### config.mk
export PLATFORM = sky130hd
export DESIGN_NAME = iackc_top
export DESIGN_NICKNAME = d
export VERILOG_FILES = /design/src/logic/iackc_pkg.sv /design/src/logic/iackc_lvl_if.sv /design/src/logic/iackc_level_filter.sv /design/src/logic/iackc_top.sv
export SDC_FILE = /design/constraint.sdc
export NUM_CORES = 1
export LEC_CHECK = 0
export BUFFER_PORTS_ARGS = -buffer_cell sky130_fd_sc_hd__buf_2
export CAP_MARGIN = 20
export CORE_UTILIZATION = 46
export CTS_BUF_LIST = sky130_fd_sc_hd__clkbuf_4
export DETAILED_ROUTE_END_ITERATION = 10
export PLACE_DENSITY = 0.83
export SLEW_MARGIN = 40
export SYNTH_ARGS = -nofsm -noshare
export SYNTH_HDL_FRONTEND = slang
export SYNTH_SLANG_ARGS = --single-unit
### constraint.sdc
create_clock -name core_clk -period 2.2 [get_ports core_clk]
set_input_delay 0.44 -clock core_clk [delete_from_list [all_inputs] [get_ports core_clk]]
set_output_delay 0.44 -clock core_clk [all_outputs]
set_load 0.01 [all_outputs]
### src/logic/iackc_pkg.sv
package iackc_pkg;
  // Acknowledge bus cycle encodings
  localparam logic [1:0]  TT_ACK        = 2'h3;
  localparam logic [31:0] ADDR_ALL_ONES = 32'hffffffff;
  localparam logic [7:0]  AUTOVEC_BASE  = 8'h18;
  localparam logic [7:0]  SPURIOUS_VEC  = 8'h18;
  localparam logic [2:0]  LEVEL_NONE    = 3'h0;
  localparam logic [2:0]  LEVEL_IDLE_N  = 3'h7;

  // Register map, byte addresses
  localparam logic [3:0] REG_CTRL   = 4'h0;
  localparam logic [3:0] REG_STATUS = 4'h4;
  localparam logic [3:0] REG_VECTOR = 4'h8;

  // Control: priority mask field
  localparam int          CTRL_MASK_LSB = 0;
  localparam logic [2:0]  MASK_RESET    = 3'h7;
  // Status fields
  localparam int STAT_PEND_BIT  = 0;
  localparam int STAT_BUSY_BIT  = 1;
  localparam int STAT_HNDL_BIT  = 2;
  localparam int STAT_LEVEL_LSB = 4;
  localparam int STAT_PLVL_LSB  = 8;
  // Vector fields
  localparam int VEC_NUM_LSB  = 0;
  localparam int VEC_KIND_LSB = 8;

  typedef enum logic [1:0] {
    KIND_VECTORED,
    KIND_AUTO,
    KIND_SPURIOUS,
    KIND_NONE
  } iackc_kind_type;
endpackage : iackc_pkg

### src/logic/iackc_lvl_if.sv
`timescale 1ns/1ns
`default_nettype none
interface iackc_lvl_if;
  logic [2:0] level;
  modport src (output level);
  modport dst (input  level);
endinterface : iackc_lvl_if
`default_nettype wire

### src/logic/iackc_level_filter.sv
`timescale 1ns/1ns
`default_nettype none
module iackc_level_filter (
  // Clock and reset
  input  wire logic       core_clk,
  input  wire logic       rstn,
  // Request pins, active low
  input  wire logic [2:0] irq_level_n,
  // Accepted level, active high
  iackc_lvl_if.src        lvl
);
  logic [2:0] samp_q;
  logic [2:0] level_q;

  always_ff @(posedge core_clk or negedge rstn) begin
    if (!rstn) begin
      samp_q <= iackc_pkg::LEVEL_IDLE_N;
    end else begin
      samp_q <= irq_level_n;
    end
  end

  // Accepted only when equal at two consecutive edges
  always_ff @(posedge core_clk or negedge rstn) begin
    if (!rstn) begin
      level_q <= iackc_pkg::LEVEL_NONE;
    end else if (irq_level_n == samp_q) begin // RL3
      level_q <= ~irq_level_n;
    end
  end

  assign lvl.level = level_q;
endmodule : iackc_level_filter
`default_nettype wire

### src/logic/iackc_top.sv
// The address map and the Avalon-MM register port were decided locally.
`timescale 1ns/1ns
`default_nettype none
// What this block, its requester and the termination logic do
// RL1: Requester drives a nonzero active-low priority level onto the level inputs.
// RL2: Request becomes pending only when its level exceeds the priority mask.
// RL3: Level inputs sampled every edge; valid once equal at two consecutive edges.
// RL4: Requester holds its level until its acknowledge cycle has run.
// RL5: Pending output asserts whenever a request is pending.
// RL6: Pending output negates at internal acknowledge, on the same edge that starts the bus cycle.
// RL7: Interrupt taken at boundary; one handler instruction before next recognition.
// RL8: Acknowledge is a read with transfer type outputs equal to three.
// RL9: All address lines high during the acknowledge read.
// RL10: Transfer modifier carries the acknowledged level, inverse of the inputs.
// RL11: Ack without autovector: latch vector byte from low data byte.
// RL12: Autovector input sampled only when transfer acknowledge is asserted.
// RL13: Autovector: ignore data, vector is level plus 24.
// RL14: Seven distinct autovectors, one per request level.
// RL15: Error without acknowledge gives spurious vector 24.
// RL16: Acknowledge together with error terminates and retries the cycle.
// RL17: Autovector input may be held asserted when every source autovectors.
// RL18: Neither acknowledge nor error: insert wait, keep sampling each edge.
// RL19: Termination logic changes acknowledge and error on the same edge.
// RL20: Level zero is no request and never becomes pending.
module iackc_top (
  // Clock and reset
  input  wire logic        core_clk,
  input  wire logic        rstn,
  // Avalon-MM slave
  input  wire logic [3:0]  avs_address,
  input  wire logic        avs_read,
  input  wire logic        avs_write,
  input  wire logic [31:0] avs_writedata,
  output logic [31:0]      avs_readdata,
  output logic             avs_waitrequest,
  // Interrupt request and pending pins
  input  wire logic [2:0]  irq_level_n,
  output logic             irq_pending_n,
  // External bus
  output logic [31:0]      bus_addr,
  output logic             transfer_type_hi,
  output logic             transfer_type_lo,
  output logic [2:0]       transfer_modifier,
  output logic             bus_read,
  output logic             transfer_start_n,
  input  wire logic [7:0]  bus_data_in,
  input  wire logic        transfer_ack_n,
  input  wire logic        transfer_error_ack_n,
  input  wire logic        autovector_req_n,
  // Execution core side
  input  wire logic        instr_boundary,
  input  wire logic        higher_exc_pending,
  output logic             exc_take,
  output logic [7:0]       exc_vector,
  output logic [1:0]       exc_kind
);
  typedef enum logic [2:0] {
    ST_IDLE,
    ST_PEND,
    ST_START,
    ST_WAIT,
    ST_HANDLER
  } iackc_state_type;

  iackc_state_type state_q;
  logic [2:0]      mask_q;
  logic [2:0]      pend_level_q;
  logic            pend_n_q;
  logic [31:0]     addr_q;
  logic [1:0]      tt_q;
  logic [2:0]      tm_q;
  logic            read_q;
  logic            ts_n_q;
  logic            take_q;
  logic [7:0]      vector_q;
  iackc_pkg::iackc_kind_type kind_q;
  logic            wait_q;
  logic [31:0]     rdata_q;

  logic            bus_ta;
  logic            bus_tea;
  logic            internal_ack;
  logic            request_ok;
  logic            mask_wr;
  logic [2:0]      cur_level;

  iackc_lvl_if lvl ();

  iackc_level_filter iackc_level_filter_inst (
    .core_clk    (core_clk),
    .rstn        (rstn),
    .irq_level_n (irq_level_n),
    .lvl         (lvl.src)
  );

  assign cur_level    = lvl.level;
  assign bus_ta       = !transfer_ack_n;
  assign bus_tea      = !transfer_error_ack_n;
  // Exception taken at a boundary once higher exceptions are out of the way
  assign internal_ack = (state_q == ST_PEND) && instr_boundary && !higher_exc_pending; // RL7
  assign request_ok   = (cur_level != iackc_pkg::LEVEL_NONE) // RL20
                      && (cur_level > mask_q); // RL2
  assign mask_wr      = avs_write && !wait_q && (avs_address == iackc_pkg::REG_CTRL);

  // Sequencer
  always_ff @(posedge core_clk or negedge rstn) begin
    if (!rstn) begin
      state_q <= ST_IDLE;
    end else begin
      case (state_q)
        ST_IDLE: begin
          if (request_ok) begin
            state_q <= ST_PEND;
          end
        end
        ST_PEND: begin
          if (internal_ack) begin
            state_q <= ST_START;
          end
        end
        ST_START: begin
          state_q <= ST_WAIT;
        end
        ST_WAIT: begin
          if (bus_ta && bus_tea) begin
            state_q <= ST_START; // RL16
          end else if (bus_ta || bus_tea) begin
            state_q <= ST_HANDLER;
          end
        end
        ST_HANDLER: begin
          // Nothing is recognized until a handler instruction has completed
          if (instr_boundary) begin
            state_q <= ST_IDLE; // RL7
          end
        end
        default: begin
          state_q <= ST_IDLE;
        end
      endcase
    end
  end

  // Pending level is frozen when the request becomes pending
  always_ff @(posedge core_clk or negedge rstn) begin
    if (!rstn) begin
      pend_level_q <= iackc_pkg::LEVEL_NONE;
    end else if ((state_q == ST_IDLE) && request_ok) begin
      pend_level_q <= cur_level;
    end
  end

  always_ff @(posedge core_clk or negedge rstn) begin
    if (!rstn) begin
      pend_n_q <= 1'b1;
    end else if ((state_q == ST_IDLE) && request_ok) begin
      pend_n_q <= 1'b0; // RL5
    end else if (internal_ack) begin
      pend_n_q <= 1'b1; // RL6
    end
  end

  // Taking the exception raises the mask to the taken level; this wins
  // over a software write in the same cycle.
  always_ff @(posedge core_clk or negedge rstn) begin
    if (!rstn) begin
      mask_q <= iackc_pkg::MASK_RESET;
    end else if (take_q) begin
      mask_q <= pend_level_q;
    end else if (mask_wr) begin
      mask_q <= avs_writedata[iackc_pkg::CTRL_MASK_LSB +: 3];
    end
  end

  // Acknowledge bus cycle attributes; retry reuses the same attributes
  always_ff @(posedge core_clk or negedge rstn) begin
    if (!rstn) begin
      addr_q <= 32'h0;
      tt_q   <= 2'h0;
      tm_q   <= 3'h0;
      read_q <= 1'b0;
      ts_n_q <= 1'b1;
    end else if (internal_ack || ((state_q == ST_WAIT) && bus_ta && bus_tea)) begin
      addr_q <= iackc_pkg::ADDR_ALL_ONES; // RL9
      tt_q   <= iackc_pkg::TT_ACK; // RL8
      tm_q   <= pend_level_q; // RL10
      read_q <= 1'b1; // RL8
      ts_n_q <= 1'b0;
    end else if (state_q == ST_START) begin
      ts_n_q <= 1'b1;
    end else if ((state_q == ST_WAIT) && (bus_ta || bus_tea)) begin
      addr_q <= 32'h0;
      tt_q   <= 2'h0;
      tm_q   <= 3'h0;
      read_q <= 1'b0;
    end
  end

  // Termination decode; with neither strobe the cycle simply waits
  always_ff @(posedge core_clk or negedge rstn) begin
    if (!rstn) begin
      take_q   <= 1'b0;
      vector_q <= 8'h0;
      kind_q   <= iackc_pkg::KIND_NONE;
    end else begin
      take_q <= 1'b0; // RL18
      if (state_q == ST_WAIT) begin
        if (bus_ta && !bus_tea) begin
          take_q <= 1'b1;
          if (!autovector_req_n) begin // RL12
            vector_q <= iackc_pkg::AUTOVEC_BASE + {5'h0, pend_level_q}; // RL13 RL14
            kind_q   <= iackc_pkg::KIND_AUTO;
          end else begin
            vector_q <= bus_data_in; // RL11
            kind_q   <= iackc_pkg::KIND_VECTORED;
          end
        end else if (bus_tea && !bus_ta) begin
          take_q   <= 1'b1;
          vector_q <= iackc_pkg::SPURIOUS_VEC; // RL15
          kind_q   <= iackc_pkg::KIND_SPURIOUS;
        end
      end
    end
  end

  // Avalon slave: one wait cycle, then the answer
  always_ff @(posedge core_clk or negedge rstn) begin
    if (!rstn) begin
      wait_q <= 1'b1;
    end else if ((avs_read || avs_write) && wait_q) begin
      wait_q <= 1'b0;
    end else begin
      wait_q <= 1'b1;
    end
  end

  always_ff @(posedge core_clk or negedge rstn) begin
    if (!rstn) begin
      rdata_q <= 32'h0;
    end else if (avs_read && wait_q) begin
      rdata_q <= 32'h0;
      case (avs_address)
        iackc_pkg::REG_CTRL: begin
          rdata_q[iackc_pkg::CTRL_MASK_LSB +: 3] <= mask_q;
        end
        iackc_pkg::REG_STATUS: begin
          rdata_q[iackc_pkg::STAT_PEND_BIT]       <= !pend_n_q;
          rdata_q[iackc_pkg::STAT_BUSY_BIT]       <= (state_q == ST_START)
                                                  || (state_q == ST_WAIT);
          rdata_q[iackc_pkg::STAT_HNDL_BIT]       <= (state_q == ST_HANDLER);
          rdata_q[iackc_pkg::STAT_LEVEL_LSB +: 3] <= cur_level;
          rdata_q[iackc_pkg::STAT_PLVL_LSB +: 3]  <= pend_level_q;
        end
        iackc_pkg::REG_VECTOR: begin
          rdata_q[iackc_pkg::VEC_NUM_LSB +: 8]  <= vector_q;
          rdata_q[iackc_pkg::VEC_KIND_LSB +: 2] <= kind_q;
        end
        default: begin
          rdata_q <= 32'h0;
        end
      endcase
    end
  end

  assign avs_readdata      = rdata_q;
  assign avs_waitrequest   = wait_q;
  assign irq_pending_n     = pend_n_q;
  assign bus_addr          = addr_q;
  assign transfer_type_hi  = tt_q[1];
  assign transfer_type_lo  = tt_q[0];
  assign transfer_modifier = tm_q;
  assign bus_read          = read_q;
  assign transfer_start_n  = ts_n_q;
  assign exc_take          = take_q;
  assign exc_vector        = vector_q;
  assign exc_kind          = kind_q;
endmodule : iackc_top
`default_nettype wire

# Word level (Yosys, flattened, before mapping)
# Index checks and enable logic that the tools add are counted.
# totals
elab_cells	105
regBits	78
in_bits	56
output_inout_bits	84
# classes
mux	40
n_bitwise	1
reduce_logical	34
magnitude_cmp	1
n_eq_ne	12
n_addsub	1
# op_table
op	count
32-bit two-way mux	3
3-bit two-way mux	10
8-bit two-way mux	3
1-bit two-way mux	15
3-bit one-hot mux with 5 select lines	1
1-bit logical AND	14
2-bit two-way mux	5
2-bit nonzero test	5
3-bit one-hot mux with 3 select lines	1
2-bit != test, second input constant	4
5-bit by 3-bit adder with 6-bit output, first input constant	1
3-bit by 2-bit == test with 1-bit output, second input constant	2
3-bit one-hot mux with 2 select lines	1
1-bit logical NOT	5
4-bit by 3-bit == test with 1-bit output, second input constant	1
4-bit == test, second input constant	1
4-bit logical NOT	1
1-bit logical OR	4
2-bit one-hot mux with 2 select lines	1
2-bit AND reduction	2
4-bit AND reduction	1
3-bit by 1-bit == test with 1-bit output, second input constant	1
3-bit == test	1
3-bit == test, second input constant	1
other kinds (5)	5

# Longest topological paths before layout
# Gate-level depths: netlist of the first run.
# depth
depth_word	6
ltp_mapped	6
depth_no_buf	6

# Modules after synthesis
# A second synthesis of the first run with hierarchy kept.
# hier_totals
hier_cells	263
hier_area_um2	2555.0
# modules_own_cells
mod	cells_per_inst	area_each_um2	seq_area_each_um2	instances
iackc_top	244	2312.2	960.9	1
iackc_level_filter	19	242.7	153.9	1

# Worst setup path after synthesis of the first run
# Ideal clock, no wire load.
# synth_timing
kind	reg2reg
from	register mask_q[2]
to	register pend_level_q[2]
path_buffers	0
t_required_ns	2.075
stages_incl_launch_ff	7
arrival_time_ns	1.597
path_slack_ns	0.478
setup_time_ns	0.125
synth_period_minus_slack_ns	1.722
path_cell_list	dfstp_2 -> inv_1 -> ha_1 -> a21oi_1 -> o21ai_0 -> nand4b_1 -> mux2_2
# synth_via
elab_chain_len	3
# synth_rtl
item	line_no	rtl
start, declared	iackc_top.sv:66	logic [2:0] mask_q;
start signal, assigned	iackc_top.sv:167	mask_q <= iackc_pkg::MASK_RESET;
start signal, assigned	iackc_top.sv:169	mask_q <= pend_level_q;
start signal, assigned	iackc_top.sv:171	mask_q <= avs_writedata[iackc_pkg::CTRL_MASK_LSB +: 3];
3-bit greater-than comparator	iackc_top.sv:102	&& (cur_level > mask_q);
1-bit logical AND	iackc_top.sv:102	
1-bit logical AND	iackc_top.sv:148	end else if ((state_q == ST_IDLE) && request_ok) begin
end signal, assigned	iackc_top.sv:147	pend_level_q <= iackc_pkg::LEVEL_NONE;
end signal, assigned	iackc_top.sv:149	pend_level_q <= cur_level;
end, declared	iackc_top.sv:67	logic [2:0] pend_level_q;
# No other way between the ends.
# A chain may end at the register's enable or synchronous reset.

# Worst setup path after layout of the first run
# Ends and elaborated chain as after synthesis.

==> flow_summary.yaml, run 1 <==
critical_path:
  worstReg2RegEnd: "pend_level_q[2]"
  cp-end-kind: "register"
  r2r_slack_ps: 250
  cp.arrival_ps: 2200
  slowest_stage: "dfstp_2"
  cp.required_ps: 2450
  worstRegToRegCells: 6
  crit_chain: "inv_1, ha_1, nand2_1, o21ai_0, nand4b_1, mux2_2"
  startpoint_type: "register"
  reg2reg_from: "mask_q[2]"
  crit_path_max_incr_delay_ps: 570
  path_max_fanout: 4
  crit_type: "reg -> reg"
grt:
  grt_use_total_pct: 17.0
  grt_overflow_total: 0
  met3_usage_pct: 3.17
  grt_busiest_layer: "met2"
  grt_pass1_wl_mm: 7.22
  grt_pass1_vias: 1562
  gr-usage-met2_pct: 28.2
  antenna_found_initial: 0
  grt_util_met1_pct: 23.0
  grt_max_degree: 45
run:
  cap_violations: 0
routing:
  wirelength_mm: 4.92
  dr.pass1.iters: 4
  via_per_inst: 4.76
  drt_iter0_drc: 87
  postRouteAntennaNets: 0
  drc: 0
  post_drt_wl_per_cell_um: 12.6
  vias: 1856
floorplanning:
  top_level_ports: 140
  die_x_um: 75.5
  rows: 26
  die_area_mm2: 0.00570
  core-area_mm2: 0.00514
  die_y_um: 75.5
  initial_core_util_pct: 48.3
clocking:
  clk_latency_ps: 350
  cts_sinks: 44
  cts_resized: 0
  cts_tree: "built"
  cts-root-buf: "clkbuf_4"
  htree_levels: 2
  numCtsBuffers: 5
  holdBufCountCts: 0
  clockBufferDepth: 2
  cts.clk_slew.worst_paths_ps: 140
  post_cts.repair.setup_buffers: 0
power_and_ir_drop:
  ir_drop_mv: 0.563
  pwr-share-comb_pct: 42.3
  switching_share_pct: 40.1
  power_switching_mw: 1.29
  p_leak_nw: 1.44
  p_total_mw: 3.22
  power.share.sequential_pct: 42.2
  power_density_mw_per_mm2: 1170
  intPower_mw: 1.93
  clockPowerShare_pct: 15.5
yosys:
  synth_edf_count: 0
  yosys_warnings: 0
  syn_avg_cell_area_um2: 9.52
  synth-main-ff-cell: "dfrtp_1"
  synth_cell_types: 36
  async_flop_share_pct: 100
  ys_top_cells_by_area: "dfrtp_1, buf_4, dfstp_2"
  synth_area_leader_cell: "dfrtp_1"
  synth_cells: 261
  synth_top_area_share_pct: 33.2
  synth_seq_cells: 44
  yosysSeqAreaShare_pct: 44.9
  syn_area_mm2: 0.00248
outcome:
  status: "completed"
sta:
  grt_setup_unrepaired: "false"
  fin_crit_ps: 1950
  worstMarginPinSlew_ps: 699
  hold_violations: 0
  slew_headroom_pct: 53.4
  clock_skew_ps: 16.1
  fin_crit_sh_pct: 88.7
  fmaxAchievable_mhz: 512
  finalSetupTns_ps: 0
  setup_viol: 0
  maxSlewViolCount: 0
cells_and_area:
  final_common_cell: "buf_2"
  antennaDiodeCount: 0
  layout.nets: 381
  drive_above_1_share_pct: 36.3
  layout_common_cells: "buf_2, nand2_1, dfrtp_1, o21ai_0, conb_1"
  area_growth_pct: 11.1
place:
  gp_congestion: 0.767
  numPortBuffers: 89
  place_hpwl_mm: 3.80
min_path:
  hold_path_class: "in -> async"
==> power by group through the flow <==
stage	combinational [mW]	clock (mW)	sequential [mW]
final	1.36	0.499	1.36
after CTS	1.38	0.508	1.36
after global routing	1.52	0.545	1.41
after detailed placement	1.38	0	1.38
after global placement	1.34	0	1.36
after floorplan	1.16	0	1.41
==> flip-flops by register name, summed over array words and instances, names as in the netlist <==
register and flops:
pend_level_q 3, transfer_modifier 3, exc_kind 2, exc_vector 8, iackc_level_filter_inst.samp_q 3, irq_pending_n 1, transfer_start_n 1, mask_q 3
avs_waitrequest 1, iackc_level_filter_inst.lvl.level 3, bus_addr 1, avs_readdata 11, exc_take 1, state_q 3
==> final cells by class <==
| cell class | instances | area [um^2] |
|---|---|---|
| Fill cell | 472 | 2380 |
| Sequential cell | 44 | 1110 |
| Multi-Input combinational cell | 164 | 965 |
| Timing Repair Buffer | 92 | 468 |
| Tap cell | 70 | 87.6 |
| Inverter | 12 | 45.0 |
| Clock inverter | 3 | 42.5 |
| Clock buffer | 5 | 37.5 |
==> synth_stat cells, types with 2 or more instances <==
master	number
a31oi_1	3
ha_1	6
a22o_1	3
a21oi_1	3
a22oi_1	5
nand3b_1	3
nor3_1	2
mux2i_1	10
o22ai_1	3
nor2_1	10
nand4b_1	2
inv_1	12
o21ai_0	27
nand2b_1	4
clkbuf_1	6
xnor2_1	3
nand2_1	40
dfstp_2	11
buf_4	55
dfrtp_1	33
nand3_1	5
==> worst max path at each step <==
stage / endpoint / start / depth (start not counted) / slack [ps]
2_1_floorplan: pend_level_q[2] / mask_q[2] / 6 / 480
3_3_place_gp: pend_level_q[2] / mask_q[2] / 6 / 330
3_5_place_dp: pend_level_q[2] / mask_q[2] / 6 / 270
4_1_cts: pend_level_q[2] / mask_q[2] / 6 / 250
5_1_grt: pend_level_q[2] / mask_q[2] / 6 / 110
6_report: pend_level_q[2] / mask_q[2] / 6 / 250
==> stage by stage <==
stage / area, um^2 / setup WS, ps / hold WS (ps) / std cells / utilization [%]
after global routing: 2760 / 111 / 164 / 390 / 53.7
after CTS: 2760 / 251 / 146 / 390 / 53.7
final: 2760 / 248 / 133 / 390 / 53.7
after floorplan: 2560 / 478 / 144 / 281 / -
after global placement: 2680 / 327 / 460 / 382 / 52.1
after detailed placement: 2680 / 267 / 465 / 382 / 52.1
==> kinds of logic (layout without fill, tap and decap cells) <==
| logic type | Yosys count | after routing | synth area share, % |
|---|---|---|---|
| and+or+nand+nor | 73 | 73 | 14.4 |
| buffers and inverters | 73 | 112 | 19.3 |
| AOI/OAI and AO/OA | 50 | 50 | 12.7 |
| DFF | 44 | 44 | 44.9 |
| muxes | 11 | 11 | 4.48 |
| adders and majority gates | 6 | 6 | 3.02 |
| xor gates and xnor gates | 3 | 3 | 1.06 |
| other | 1 | 21 | 0.151 |
==> critical path, delay by kind of cell, from the launching register on <==
kind	cells	cell delay [ps]
DFF	1	570
adders and majority gates	1	310
muxes	1	350
and+or+nand+nor	2	340
AOI/OAI and AO/OA	1	240
buffers and inverters	1	50
==> per-layer routing <==
layer,wire length [um],vias to the layer above
met4,34,0
met5,0,-
li1,-,927
met3,169,5
met2,2600,45
met1,2120,879
Power figures use the tool's default switching activity.
==> run 2, diff against run 1 <==
--- a/config.mk
+++ b/config.mk
@@ -11,7 +11,8 @@
 export CTS_BUF_LIST = sky130_fd_sc_hd__clkbuf_4
 export DETAILED_ROUTE_END_ITERATION = 10
 export PLACE_DENSITY = 0.83
-export SLEW_MARGIN = 40
+export RECOVER_POWER = 50
+export SLEW_MARGIN = 30
 export SYNTH_ARGS = -nofsm -noshare
 export SYNTH_HDL_FRONTEND = slang
 export SYNTH_SLANG_ARGS = --single-unit
==> run 2 against run 1 <==
Effect of this change: die area unchanged; clock power about the same; maximum frequency is essentially flat; register-to-register slack is essentially flat; largest cell class unchanged.
==> flow_summary.yaml, run 2 (synthesized netlist as in run 1, its figures left out) <==
grt:
  grt_use_total_pct: 17.0
  grt_pass1_vias: 1562
  grt_overflow_total: 0
  antenna_found_initial: 0
  grt_max_degree: 45
  grt_pass1_wl_mm: 7.22
clocking:
  clockBufferDepth: 2
  holdBufCountCts: 0
  cts.clk_slew.worst_paths_ps: 130
  numCtsBuffers: 5
  clk_latency_ps: 350
  post_cts.repair.setup_buffers: 0
  cts-root-buf: "clkbuf_4"
  cts_tree: "built"
  cts_resized: 0
  htree_levels: 2
  cts_sinks: 44
sta:
  holdWs_ps: 214
  fmaxAchievable_mhz: 513
  slew_headroom_pct: 30.4
  fin_crit_ps: 1950
  worst_slack_ps: 249
  hold_violations: 0
  setup_viol: 0
  worstMarginPinSlew_ps: 1040
  maxSlewViolCount: 0
  finalSetupTns_ps: 0
  fin_crit_sh_pct: 88.7
  clock_skew_ps: 16.9
  grt_setup_unrepaired: "false"
routing:
  dr.pass1.iters: 4
  postRouteAntennaNets: 0
  via_per_inst: 4.77
  drt_iter0_drc: 65
  post_drt_wl_per_cell_um: 12.6
  drc: 0
  wirelength_mm: 4.92
  vias: 1859
power_and_ir_drop:
  p_total_mw: 3.20
  power_density_mw_per_mm2: 1170
  power_switching_mw: 1.29
  ir_drop_mv: 0.562
  clockPowerShare_pct: 15.6
  intPower_mw: 1.91
  pwr-share-comb_pct: 42.1
  p_leak_nw: 1.41
  power.share.sequential_pct: 42.3
  switching_share_pct: 40.2
floorplanning:
  top_level_ports: 140
  die_area_mm2: 0.00570
  rows: 26
  initial_core_util_pct: 48.3
  die_y_um: 75.5
  die_x_um: 75.5
  core-area_mm2: 0.00514
critical_path:
  startpoint_type: "register"
  cp.arrival_ps: 2200
  crit_type: "reg -> reg"
  cp-end-kind: "register"
  cp.required_ps: 2450
  path_max_fanout: 4
cells_and_area:
  drive_above_1_share_pct: 33.1
  final_common_cell: "buf_2"
  layout_common_cells: "buf_2, nand2_1, dfrtp_1, o21ai_0, conb_1"
  antennaDiodeCount: 0
  layout.nets: 381
  fillers: 477
  largest_reg_flops: 11
  seqCellArea_mm2: 0.00111
  multi_input_area_um2: 961
  area_growth_pct: 10.3
run:
  cap_violations: 0
outcome:
  status: "completed"
place:
  pre_cts_slack_ps: 267
  gp_congestion: 0.767
  numPortBuffers: 89
  place_hpwl_mm: 3.80
min_path:
  hold_path_class: "in -> reg"
## run 2: changes by cell type in the layout (fill, tap and decap cells not counted), sizes merged
cell    change
buf         -8
clkbuf      +8
## run 2: final cells by class
type	count	area share, %
Sequential cell	44	40.7
Multi-Input combinational cell	164	35.1
Timing Repair Buffer	92	16.5
Tap cell	70	3.20
Inverter	12	1.64
Clock inverter	3	1.55
Clock buffer	5	1.37
## run 2: power groups by stage
stage	sequential [mW]	combinational (mW)	clock [mW]
floorplan	1.41	1.16	0
global placement	1.36	1.34	0
detailed placement	1.38	1.38	0
CTS	1.36	1.38	0.508
global route	1.41	1.51	0.545
finish	1.36	1.35	0.499
## run 2: path summary, 6_finish.rpt
check,start,endpoint,slack (ps),cells after the start
worst max register to register,mask_q[2],pend_level_q[2],250,6
worst min register to register,avs_readdata[3],avs_readdata[3],490,2
min in group asynchronous,rstn,exc_vector[7],330,2
worst max-delay path,mask_q[2],pend_level_q[2],250,6
max in group asynchronous,rstn,exc_take,1230,2
worst min-delay path,irq_level_n[1],iackc_level_filter_inst.samp_q[1],210,1
## run 2: through the flow
step           cells  area (um^2)  util, %
2_1_floorplan    281         2560        -
3_3_place_gp     382         2680     52.1
3_5_place_dp     382         2680     52.1
4_1_cts          390         2760     53.7
5_1_grt          390         2740     53.3
6_report         390         2740     53.3
## run 2: per-layer routing
layer | track usage (%) | vias to the layer above | part of all wire (%) | routed length, um
li1 | - | 929 | - | -
met1 | 23.0 | 876 | 43 | 2120
met2 | 28.2 | 47 | 52 | 2580
met3 | 3.17 | 7 | 3.4 | 165
met4 | 4.73 | 0 | 1.1 | 55
met5 | 0 | - | 0 | 0
## run 2: critical path, stage by stage, from the launching register on
cell      delay, ps
dfstp_2         570
inv_1            50
ha_1            310
nand2_1          50
o21ai_0         240
nand4b_1        290
mux2_2          350
